## src/hw/lhp_pkg.sv

```systemverilog
// ============================================================
// Purpose: shared constants and types for the lcd host bus port
// Assumes: 8-bit host bus, two controller halves, one 50 MHz clock
// Notes:   pin vector order is fixed here and used by the port
`default_nettype none

package lhp_pkg;

  // ============================================================
  // widths and counts
  localparam int DATA_W      = 8;
  localparam int HALVES      = 2;
  localparam int STATUS_W    = 7;
  localparam int BUSY_BIT    = 7;
  localparam int BUF_DEPTH   = 2;
  localparam int SYNC_STAGES = 3;
  localparam int PIN_W       = 15;

  // ============================================================
  // pin vector field positions
  localparam int PIN_BUS_LSB = 0;
  localparam int PIN_DIR     = 8;   // direction in enable style, write strobe otherwise
  localparam int PIN_STROBE  = 9;   // enable in enable style, read strobe otherwise
  localparam int PIN_SCAN    = 10;
  localparam int PIN_SEL2_N  = 11;
  localparam int PIN_SEL1_N  = 12;
  localparam int PIN_A0      = 13;
  localparam int PIN_RST     = 14;

  // ============================================================
  // values after reset
  localparam logic [PIN_W-1:0]  PIN_IDLE   = 15'h1b00;  // deselected, both strobes idle high
  localparam logic [DATA_W-1:0] DATA_RESET = 8'h00;
  localparam logic              MODE_RESET = 1'h0;      // separate-strobe style

  // ============================================================
  // write word handed to the display logic
  typedef struct packed {
    logic [HALVES-1:0] half_mask;  // bit 0 is half one
    logic              is_data;    // 1 display ram data, 0 instruction
    logic [DATA_W-1:0] value;
  } lhp_wr_word_s;

endpackage

`default_nettype wire

```

## src/hw/lhp_port.sv

```systemverilog
// ============================================================
// Purpose: host bus port of a two-half graphic lcd module
// Assumes: all host pins asynchronous to clk; display logic on clk
// Notes:   bus style follows the resting level of the reset pin
//
// Overview of operation
// - register select high means display data, low means instruction or status.
// - two active-low selects each enable one half; a high select ignores it.
// - enable style drives read data while enable is high, writes on its fall.
// - separate style drives read data while the read strobe is low.
// - separate style captures the data bus on the write strobe's rising edge.
// - the resting level of the reset pin selects the bus style.
// - enable style resets on a rising reset pin edge, pin then held high.
// - separate style resets on a falling reset pin edge, pin then held low.
// - data reads pass a holding latch; one dummy read is needed first.
// - busy flag shows on data bit 7 of a status read.
// - a deselected half stays in standby and ignores the bus.
`default_nettype none
// ============================================================
// three-stage synchroniser with agreement filter
module lhp_pin_sync #(
  parameter int               WIDTH = 1,
  parameter logic [WIDTH-1:0] INIT  = '0
) (
  // clock and reset
  input  wire logic             clk,
  input  wire logic             reset,
  // pins and filtered levels
  input  wire logic [WIDTH-1:0] pin_in,
  output logic      [WIDTH-1:0] level_out
);
  logic [WIDTH-1:0] s1_reg;
  logic [WIDTH-1:0] s2_reg;
  logic [WIDTH-1:0] s3_reg;
  logic [WIDTH-1:0] differ;
  // a bit moves only once stages two and three agree
  assign differ = s2_reg ^ s3_reg;
  always_ff @(posedge clk) begin
    if (reset) begin
      s1_reg    <= INIT;
      s2_reg    <= INIT;
      s3_reg    <= INIT;
      level_out <= INIT;
    end else begin
      s1_reg    <= pin_in;
      s2_reg    <= s1_reg;
      s3_reg    <= s2_reg;
      level_out <= (s3_reg & ~differ) | (level_out & differ);
    end
  end
endmodule

// ============================================================
// host bus port top
module lhp_port import lhp_pkg::*; (
  // clock and reset
  input  wire logic                  clk,
  input  wire logic                  reset,
  // host pins
  input  wire logic                  data_or_command_select,
  input  wire logic                  half_one_select_n,
  input  wire logic                  half_two_select_n,
  input  wire logic                  scan_tick_input,
  input  wire logic                  strobe_pin,
  input  wire logic                  direction_pin,
  input  wire logic                  mode_reset_pin,
  input  wire logic [DATA_W-1:0]     host_data_bus_in,
  output logic      [DATA_W-1:0]     host_data_bus_out,
  output logic                       host_data_bus_oe_n,
  // write words towards the display logic
  output logic                       wr_valid,
  output lhp_wr_word_s               wr_word,
  input  wire logic                  wr_ready,
  // display ram fetch into the holding latch
  output logic                       fetch_req,
  output logic                       fetch_half,
  input  wire logic                  fetch_valid,
  input  wire logic [DATA_W-1:0]     fetch_data,
  // status from the display logic
  input  wire logic [HALVES-1:0]     busy_flag,
  input  wire logic [HALVES-1:0][STATUS_W-1:0] status_bits,
  // control towards the display logic
  output logic                       port_reset_pulse,
  output logic                       bus_mode_enable,
  output logic                       scan_tick
);
  // ============================================================
  // pin synchronisation
  logic [PIN_W-1:0] pins_raw;
  logic [PIN_W-1:0] pins_f;
  logic [PIN_W-1:0] pins_prev_reg;
  assign pins_raw = {mode_reset_pin, data_or_command_select, half_one_select_n,
                     half_two_select_n, scan_tick_input, strobe_pin, direction_pin,
                     host_data_bus_in};
  lhp_pin_sync #(.WIDTH(PIN_W), .INIT(PIN_IDLE)) u_sync (
    .clk       (clk),
    .reset     (reset),
    .pin_in    (pins_raw),
    .level_out (pins_f)
  );
  // filtered pins one cycle back, for edge detection
  always_ff @(posedge clk) begin
    if (reset) pins_prev_reg <= PIN_IDLE;
    else pins_prev_reg <= pins_f;
  end

  // ============================================================
  // decode of filtered pins
  logic              rst_f;
  logic              a0_f;
  logic              strobe_f;
  logic              dir_f;
  logic [HALVES-1:0] sel;
  logic              any_sel;
  logic [DATA_W-1:0] bus_f;
  logic              mode_reg;
  logic              port_rst_reg;
  assign rst_f    = pins_f[PIN_RST];
  assign a0_f     = pins_f[PIN_A0];
  assign strobe_f = pins_f[PIN_STROBE];
  assign dir_f    = pins_f[PIN_DIR];
  assign bus_f    = pins_f[PIN_BUS_LSB +: DATA_W];
  // each select enables its own half
  assign sel      = ~{pins_f[PIN_SEL2_N], pins_f[PIN_SEL1_N]};
  assign any_sel  = |sel;

  // ============================================================
  // bus style and port reset from the reset pin
  logic rst_edge;
  assign rst_edge = rst_f ^ pins_prev_reg[PIN_RST];
  // rising edge resets into enable style
  // falling edge resets into separate style
  always_ff @(posedge clk) begin
    if (reset) begin
      mode_reg     <= MODE_RESET;
      port_rst_reg <= 1'h0;
    end else begin
      mode_reg     <= rst_f;
      port_rst_reg <= rst_edge;
    end
  end
  assign port_reset_pulse = port_rst_reg;
  assign bus_mode_enable  = mode_reg;
  // scan clock edge handed on as one pulse
  assign scan_tick = pins_f[PIN_SCAN] & ~pins_prev_reg[PIN_SCAN];

  // ============================================================
  // access detection
  logic read_now;
  logic wr_fall_en;
  logic wr_rise_sep;
  logic wr_take;
  logic read_half;
  // direction high requests a read in enable style
  // read window is read strobe low
  assign read_now    = any_sel & (mode_reg ? (strobe_f & dir_f) : (~strobe_f & dir_f));
  // write on falling enable with direction low
  assign wr_fall_en  = pins_prev_reg[PIN_STROBE] & ~strobe_f & ~dir_f;
  // write on rising write strobe, read strobe idle
  assign wr_rise_sep = ~pins_prev_reg[PIN_DIR] & dir_f & strobe_f;
  // deselected halves never take a write
  assign wr_take     = any_sel & (mode_reg ? wr_fall_en : wr_rise_sep);
  assign read_half   = ~sel[0];  // half one wins if both selected

  // ============================================================
  // two-entry write buffer
  lhp_wr_word_s buf_mem [BUF_DEPTH];
  logic         buf_wptr_reg;
  logic         buf_rptr_reg;
  logic [1:0]   buf_count_reg;
  logic         buf_full;
  logic         push;
  logic         pop;
  assign buf_full = (buf_count_reg == 2'(BUF_DEPTH));
  assign push     = wr_take & ~buf_full & ~port_rst_reg;
  assign pop      = wr_valid & wr_ready & ~port_rst_reg;
  assign wr_valid = (buf_count_reg != 2'h0);
  assign wr_word  = buf_mem[buf_rptr_reg];
  always_ff @(posedge clk) begin
    if (push) buf_mem[buf_wptr_reg] <= '{half_mask: sel, is_data: a0_f, value: bus_f};
  end
  always_ff @(posedge clk) begin
    if (reset || port_rst_reg) begin
      buf_wptr_reg  <= 1'h0;
      buf_rptr_reg  <= 1'h0;
      buf_count_reg <= 2'h0;
    end else begin
      buf_wptr_reg  <= buf_wptr_reg ^ push;
      buf_rptr_reg  <= buf_rptr_reg ^ pop;
      buf_count_reg <= buf_count_reg + 2'(push) - 2'(pop);
    end
  end

  // ============================================================
  // holding latch and read path
  logic [DATA_W-1:0] holder_reg [HALVES];
  logic              rd_active_reg;
  logic              rd_data_reg;
  logic              rd_half_reg;
  logic              fetch_req_reg;
  logic              fetch_half_reg;
  logic              busy_seen;
  logic [DATA_W-1:0] status_byte;
  logic [DATA_W-1:0] read_value;
  logic [DATA_W-1:0] out_reg;
  logic              oe_n_reg;
  logic              rd_end;
  // busy on bit 7; a full buffer also reads busy
  assign busy_seen   = busy_flag[read_half] | buf_full;
  assign status_byte = {busy_seen, status_bits[read_half]};
  // data reads come from the latch, others from status
  assign read_value  = a0_f ? holder_reg[read_half] : status_byte;
  assign rd_end      = rd_active_reg & ~read_now;
  always_ff @(posedge clk) begin
    if (reset) begin
      out_reg  <= DATA_RESET;
      oe_n_reg <= 1'h1;
    end else begin
      if (read_now) out_reg <= read_value;
      // drive only inside a selected read
      oe_n_reg <= ~read_now;
    end
  end
  always_ff @(posedge clk) begin
    if (reset) begin
      rd_active_reg <= 1'h0;
      rd_data_reg   <= 1'h0;
      rd_half_reg   <= 1'h0;
    end else begin
      rd_active_reg <= read_now;
      if (read_now) rd_data_reg <= a0_f;
      if (read_now) rd_half_reg <= read_half;
    end
  end
  // a finished data read refills the latch for the next read
  always_ff @(posedge clk) begin
    if (reset || port_rst_reg) begin
      fetch_req_reg  <= 1'h0;
      fetch_half_reg <= 1'h0;
    end else begin
      fetch_req_reg <= rd_end & rd_data_reg;
      if (rd_end & rd_data_reg) fetch_half_reg <= rd_half_reg;
    end
  end
  always_ff @(posedge clk) begin
    if (reset || port_rst_reg) begin
      holder_reg[0] <= DATA_RESET;
      holder_reg[1] <= DATA_RESET;
    end else if (fetch_valid) begin
      holder_reg[fetch_half_reg] <= fetch_data;
    end
  end
  assign host_data_bus_out  = out_reg;
  assign host_data_bus_oe_n = oe_n_reg;
  assign fetch_req          = fetch_req_reg;
  assign fetch_half         = fetch_half_reg;
endmodule

`default_nettype wire

```

## config.mk

```make
export PLATFORM = sky130hd
export DESIGN_NAME = lhp_port
export DESIGN_NICKNAME = d
export VERILOG_FILES = /design/src/hw/lhp_pkg.sv /design/src/hw/lhp_port.sv
export SDC_FILE = /design/constraint.sdc
export NUM_CORES = 1
export LEC_CHECK = 0
export BUFFER_PORTS_ARGS = -buffer_cell sky130_fd_sc_hd__clkbuf_2
export CAP_MARGIN = 30
export CORE_ASPECT_RATIO = 2
export CORE_MARGIN = 10
export CORE_UTILIZATION = 30
export CTS_BUF_LIST = sky130_fd_sc_hd__clkbuf_4
export CTS_CLUSTER_DIAMETER = 200
export DETAILED_ROUTE_END_ITERATION = 6
export GPL_TIMING_DRIVEN = 1
export PLACE_DENSITY = 0.52
export SYNTH_ARGS = -nofsm -noshare
export SYNTH_HDL_FRONTEND = slang
export SYNTH_SLANG_ARGS = --single-unit
```

## constraint.sdc

```tcl
create_clock -name clk -period 5.02 [get_ports clk]
set_input_delay 0.502 -clock clk [delete_from_list [all_inputs] [get_ports clk]]
set_output_delay 0.502 -clock clk [all_outputs]
set_load 0.03 [all_outputs]
```

=== Yosys cells after proc, flatten, opt, wreduce, memory -nomap -nowiden ===
Memories as Yosys holds them, arrays and structs flattened. A register that Yosys moved wholly into a read port is not among the register bits.
Index checks and enable logic that the tools add are counted.

* $add $sub $neg: 2
* Multiplexer cells: 18
* $lt $le $gt $ge: 1
* Equality and inequality tests: 1
* Bitwise logic cells: 33
* Reductions and logical operators: 4

{| class="wikitable"
|+ Operator list
! kind !! count
|-
| $and 15x15->15 || 2
|-
| $mux 8 || 2
|-
| $and 1x1->1 || 15
|-
| $not 15->15 || 1
|-
| $or 15x15->15 || 1
|-
| $xor 15x15->15 || 1
|-
| $mux 1 || 14
|-
| $mux 7 || 2
|-
| $not 1->1 || 8
|-
| $reduce_or 8->1 || 1
|-
| $xor 1x1->1 || 3
|-
| $add 2x1->2 || 1
|-
| $eq 2x2->1 const B || 1
|-
| $lt 1x2->1 const B || 1
|-
| $not 2->2 || 1
|-
| $reduce_bool 2->1 || 1
|-
| $reduce_or 2->1 || 1
|-
| $sub 2x1->2 || 1
|-
| $logic_or 1x1->1 || 1
|-
| $or 1x1->1 || 1
|}

* Output and inout port bits: 26
* Bits in writable memories: 38
* Word-level logic and storage cells: 78
* Memories kept: 2
* Flip-flop bits (word level): 95

{| class="wikitable"
|+ Memories
! name !! words !! width !! rd ports !! clocked after memory_dff !! wr ports !! RTL line !! source
|-
| buf_mem || 2 || 11 || 1 || 1 || 1 || lhp_port.sv:167 || <nowiki>lhp_wr_word_s buf_mem [BUF_DEPTH];</nowiki>
|-
| holder_reg || 2 || 8 || 1 || 0 || 2 || lhp_port.sv:196 || <nowiki>logic [DATA_W-1:0] holder_reg [HALVES];</nowiki>
|}

=== Logic depth before layout (Yosys ltp) ===
Gate-level depths: netlist of run 1.

* Depth after elaboration: 9
* Mapped depth: 9
* Depth with buffers taken out: 9

=== Modules after synthesis ===
Synthesis of run 1 repeated with hierarchy kept, for this count alone.

* Cell total of the unflattened synthesis: 319
* Area, all modules: 4,222.8 µm²

{| class="wikitable"
|+ Modules (own cells, without submodules)
! module !! instances !! area each (µm²) !! sequential area each (µm²) !! cells an instance
|-
| lhp_port || 1 || 2,493.6 || 1,601.5 || 163
|-
| lhp_pin_sync || 1 || 1,729.2 || 1,201.2 || 156
|}

=== Least setup slack after synthesis of run 1 ===
OpenSTA, ideal clock, no wires.

* Path type: register -> register
* Start point: register pins_prev_reg[14] (netlist name)
* End point: register buf_count_reg[1]
* Setup time: 127 ps
* Clock period less this slack: 2,057 ps
* Cell stages (with the launch flop): 9
* Required time: 4,893 ps
* Setup slack: 2,963 ps
* Arrival time: 1,930 ps
* Path buffers: 0
* Cell sequence: dfxtp_1 > nor2_1 > or4_1 > ha_1 > inv_1 > ha_1 > xnor2_1 > xnor2_1 > nor3_1

{| class="wikitable"
|+ RTL lines
! element !! RTL line !! source
|-
| to (signal assigned) || lhp_port.sv:190 || <nowiki>buf_count_reg <= buf_count_reg + 2'(push) - 2'(pop);</nowiki>
|-
| to (decl) || lhp_port.sv:170 || <nowiki>logic [1:0] buf_count_reg;</nowiki>
|}

==> results.toml, run 1 <==
[outcome]
status = "finished clean"

[timing]
slew_violations = 0
fin_crit_sh = 0.493
fin_skew_ns = 0.0140
setup_viol = 0
clock.fmax_ghz = 0.404
tightest_slew_ns = 0.809
hold_slack_ns = 0.183
fin_crit_ns = 2.47
rsz0062_at_grt = "false"
tns_ns = 0
max_slew_margin = 0.460
finalHoldViolCount = 0

[placed_design]
place_congestion = 0.743
hpwl_um = 5800
portBuffers = 68
numPlacedInstances = 567

[global_route]
grt_pass1_vias = 2710
grt_overflow = 0
grt_pass1_wl_um = 13200
grt_antenna_before_repair = 1
grt_usage = 0.0859
grt_max_degree = 65

[yosys]
synth_commonest_cells = "dfxtp_1, edfxtp_1, nor2b_1"
syn-cell-area_um2 = 4220
syn_area_per_cell_um2 = 13.1
syn_inst = 323
synth_area_leaders = "dfxtp_1, edfxtp_1, nor2b_1"
synthArstFlopShare = 0
synth_seq_area_share = 0.665
yosysMostFrequentCell = "dfxtp_1"
synth_seq_cells = 121
yosys_warnings = 0
synth_top_area_cell = "dfxtp_1"
syn-num-nets = 370
synth-main-ff-cell = "dfxtp_1"
synthDominantCellAreaShare = 0.394
synth_edf_count = 38
netlist-cell-type-count = 36

[final_layout]
area_growth_pct = 19.3
drive_above_1_share = 0.349
layout.nets = 444
finalNonFillerCells = 600

[detailed_routing]
viasPerCell = 4.24
vias = 2541
postRouteAntennaNets = 0
first_pass_iters = 4
routed_wl_um = 8070
wl_per_cell_um = 13.5
drtIter0Drc = 114
route.detailed.drc = 0

[clock_tree]
postCtsHoldBufs = 0
tritoncts = "built"
clk_path_buf_depth = 2
cts.sinks = 121
clockRootBuffer = "clkbuf_4"
clock_latency_ns = 0.51
numCtsBuffers = 17
htree_levels = 4
cts.clk_slew.worst_paths_ns = 0.10
postCtsSetupRepairBufs = 0
post_cts_resize_count = 0

[setup_path]
start_kind = "flop"
r2r_setup_slack_ns = 2.55
critPathCaptureType = "flop"
cp_slowest_cell = "dfxtp_1"
crit_buf_inv = 1
critical_path_arrival_ns = 2.84
path_class = "flop to flop"
critical_path_required_ns = 5.39
crit_path_cell_trace = "nand2_1, o21ai_0, or4_1, ha_1, inv_1, ha_1, xnor2_1, xnor2_1, nor3_1"
cp.depth = 9
crit_fanout = 13
max_stage_delay_ns = 0.58
cp_top_family = "simple AND/OR/NAND/NOR gates"
reg2reg_depth = 9

[power_and_ir_drop]
total_power_mw = 1.89
p_leak_nw = 1.99
pwr_density_cell_nw_per_um2 = 376
ir_drop_mv = 0.149

[floorplanning]
die_y_um = 188
initial_utilization = 0.305
ios = 69
die_area_um2 = 19500
die_w_um = 104
core_area_um2 = 13800
core.rowCount = 61

[min_path]
hold_path_class = "input pin to flop"
hold_depth = 2

[job]
maxCapViolCount = 0
-- per-layer routing --
layer,vias up,wire length [um],track usage
met1,1192,3240,0.0851
met4,0,161,0.0425
met5,-,0,0
li1,1278,-,-
met3,10,393,0.0378
met2,61,4280,0.149
-- kinds of logic after synthesis --
logic type,after synthesis,synth area share
AOI/OAI and AO/OA,46,0.0712
xor gates and xnor gates,5,0.0104
adders and majority gates,4,0.0119
buffers and inverters,21,0.0235
DFF,121,0.665
muxes,21,0.0739
and+or+nand+nor,105,0.144
-- layout by cell type (no fill, tap or decap), drive strengths merged, types with 2 or more instances in the layout --
master and instances:
mux2 11, and2 18, a21oi 15, mux2i 3, o21bai 4, ha 4, edfxtp 38, nand2 16
nor3 3, a22o 9, bufinv 3, dfxtp 83, a31oi 2, or2 15, clkinvlp 2, inv 11
clkinv 6, clkbuf 85, o21ai 13, xnor2 4, mux4 7, nor2 10, nand2b 2, nor2b 36
-- worst paths after layout --
path	startpoint	to
max reg2reg	flop	buf_count_reg[1]
min	strobe_pin	u_sync.s1_reg[9]
max	flop	buf_count_reg[1]
min reg2reg	u_sync.s1_reg[8]	u_sync.s2_reg[8]
-- power by group --
part / internal (mW) / switching [mW] / total (mW)
combinational: 0.0583 / 0.0688 / 0.127
sequential: 1.03 / 0.0174 / 1.05
clock: 0.347 / 0.370 / 0.717
total: 1.44 / 0.456 / 1.89
-- worst register-to-register path, cell delays in order, from the launching register on --
cell and delay [ns]:
dfxtp_1 0.58, nand2_1 0.27, o21ai_0 0.13, or4_1 0.52, ha_1 0.29, inv_1 0.04, ha_1 0.18, xnor2_1 0.16
xnor2_1 0.13, nor3_1 0.05
-- cell type report --
class	instances	area, um2
Antenna cell	1	2.50
Clock buffer	17	128
Clock inverter	15	173
Fill cell	1356	8780
Inverter	7	26.3
Multi-Input combinational cell	181	1310
Sequential cell	121	2800
Tap cell	189	236
Timing Repair Buffer	69	348
-- through the flow --
stage                     area [um2]  utilization  setup WS (ns)
after global placement          4730        0.342           2.60
after detailed placement        4730        0.342           2.54
after floorplan                 4220            -           2.96
final                           5030        0.364           2.55
after global routing            5030        0.364           2.32
after CTS                       5030        0.364           2.53
Note: power is estimated with default switching activity, not from simulation.
==> run 2: changes to the inputs <==
--- a/config.mk
+++ b/config.mk
@@ -14,7 +14,7 @@
 export CTS_CLUSTER_DIAMETER = 200
 export DETAILED_ROUTE_END_ITERATION = 6
 export GPL_TIMING_DRIVEN = 1
-export PLACE_DENSITY = 0.52
+export PLACE_DENSITY = 0.53
 export SYNTH_ARGS = -nofsm -noshare
 export SYNTH_HDL_FRONTEND = slang
 export SYNTH_SLANG_ARGS = --single-unit
==> constraint.sdc (replaced) <==
create_clock -name clk -period 2.2 [get_ports clk]
set_input_delay 0.22 -clock clk [delete_from_list [all_inputs] [get_ports clk]]
set_output_delay 0.22 -clock clk [all_outputs]
set_load 0.03 [all_outputs]
==> run 2 against run 1 <==
Effect of this change: largest power group unchanged; via count is 1.2% higher; wire length shrank 1.2%; clock-buffer cell count rose by 1; sequential share of layout area is 2.9 points lower.
==> results.toml, run 2 (synthesis gave the netlist of run 1 again) <==
[outcome]
status = "finished clean"

[final_layout]
layout.nets = 475
final_cell_mix = "dfxtp_1, clkbuf_2, edfxtp_1"
post-route-util = 0.384
area_growth_pct = 26.0
final_common_cell = "dfxtp_1"
drive_above_1_share = 0.345

[setup_path]
crit_fanout = 3
path_class = "flop to flop"
r2r_setup_slack_ns = 0.17
reg2reg_from = "buf_count_reg[1]"
critical_path_required_ns = 2.56
critPathLaunch = "buf_count_reg[1]"
reg2reg_to = "buf_count_reg[1]"
start_kind = "flop"
critical_path_arrival_ns = 2.39
reg2reg_depth = 9
critPathCaptureType = "flop"
endpoint = "buf_count_reg[1]"

[timing]
slew_violations = 0
hold_slack_ns = 0.147
clock.fmax_ghz = 0.493
rsz0062_at_grt = "false"
tns_ns = 0
setup_viol = 0
tightest_slew_ns = 0.663
fin_crit_sh = 0.923
fin_crit_ns = 2.03
max_slew_margin = 0.556
setup_ws_ns = 0.170
finalHoldViolCount = 0
fin_skew_ns = 0.0274

[clock_tree]
clockRootBuffer = "clkbuf_4"
clock_latency_ns = 0.51
cts.clk_slew.worst_paths_ns = 0.12
cts.sinks = 121
htree_levels = 4
numCtsBuffers = 17
tritoncts = "built"
clk_path_buf_depth = 2
postCtsSetupRepairBufs = 0

[placed_design]
portBuffers = 68
dp_slack_ns = 0.148
hpwl_um = 5770
place_congestion = 0.715

[global_route]
grt_pass1_vias = 2733
grt_max_degree = 69
grt_antenna_before_repair = 1
grt_pass1_wl_um = 13100
grt_overflow = 0
grt_usage = 0.0859

[min_path]
hold_depth = 3
hold_path_class = "input pin to flop"

[floorplanning]
core_area_um2 = 13800
die_w_um = 104
ios = 69
initial_utilization = 0.305
core.rowCount = 61
die_y_um = 188
die_area_um2 = 19500

[job]
maxCapViolCount = 0

[detailed_routing]
drt-met1-wl_um = 3180
top_layer = "met4"
routed_wl_um = 7980
first_pass_iters = 4
postRouteAntennaNets = 0
drtIter0Drc = 74
wl_met2_um = 4240
dr_wl_met3_um = 421
vias = 2572
wl_per_cell_um = 12.6
viasPerCell = 4.08
route.detailed.drc = 0

[power_and_ir_drop]
ir_drop_mv = 0.281
pwr_density_cell_nw_per_um2 = 799
total_power_mw = 4.25
p_leak_nw = 2.12
run 2: worst max-delay path, cell delays in order, from the launching register on:
cell and delay, ns:
dfxtp_1 0.33, inv_1 0.10, o21ai_1 0.10, or4_1 0.51
ha_1 0.28, inv_1 0.04, ha_1 0.20, xnor2_2 0.15
xnor2_1 0.13, nor3_1 0.05
run 2: report_power, final:
group / total (mW) / internal [mW] / switching, mW
Combinational: 0.326 / 0.164 / 0.162
Clock: 1.53 / 0.697 / 0.831
Sequential: 2.39 / 2.35 / 0.0387
run 2: worst min-delay path by stage:
stage	start	to	slack, ns
floorplan	half_two_select_n	u_sync.s1_reg[11]	0.32
global placement	u_sync.s1_reg[8]	u_sync.s2_reg[8]	0.40
detailed placement	u_sync.s1_reg[8]	u_sync.s2_reg[8]	0.40
CTS	status_bits[3]	host_data_bus_out[3]	0.08
global route	status_bits[1]	host_data_bus_out[1]	0.09
finish	status_bits[10]	host_data_bus_out[3]	0.15
run 2: routing by layer:
metal  vias to the layer above  track usage
li1                       1333            -
met1                      1176       0.0851
met2                        53        0.149
met3                        10       0.0402
met4                         0       0.0388
met5                         -            0
run 2: metrics by stage:
step           area [um2]  instances
2_1_floorplan        4220        323
3_3_place_gp         4790        575
3_5_place_dp         4790        575
4_1_cts              5300        630
5_1_grt              5310        631
6_report             5310        631
run 2: cell type report:
type	count	area, um2
inverters	7	26.3
repair buffers	100	638
multi-input cells	181	1320
fillers	1360	8500
well taps	189	236
flip-flops and latches	121	2800
diodes	1	2.50
clock buffers	18	135
clock inverters	14	148
run 2: repair_timing:
item | 4_1_cts | 5_1_grt
gates resized for setup | 0 | 2
hold buffers | 23 | 0
hold endpoints to repair | 30 | 0
endpoints found under the setup margin | 0 | 1
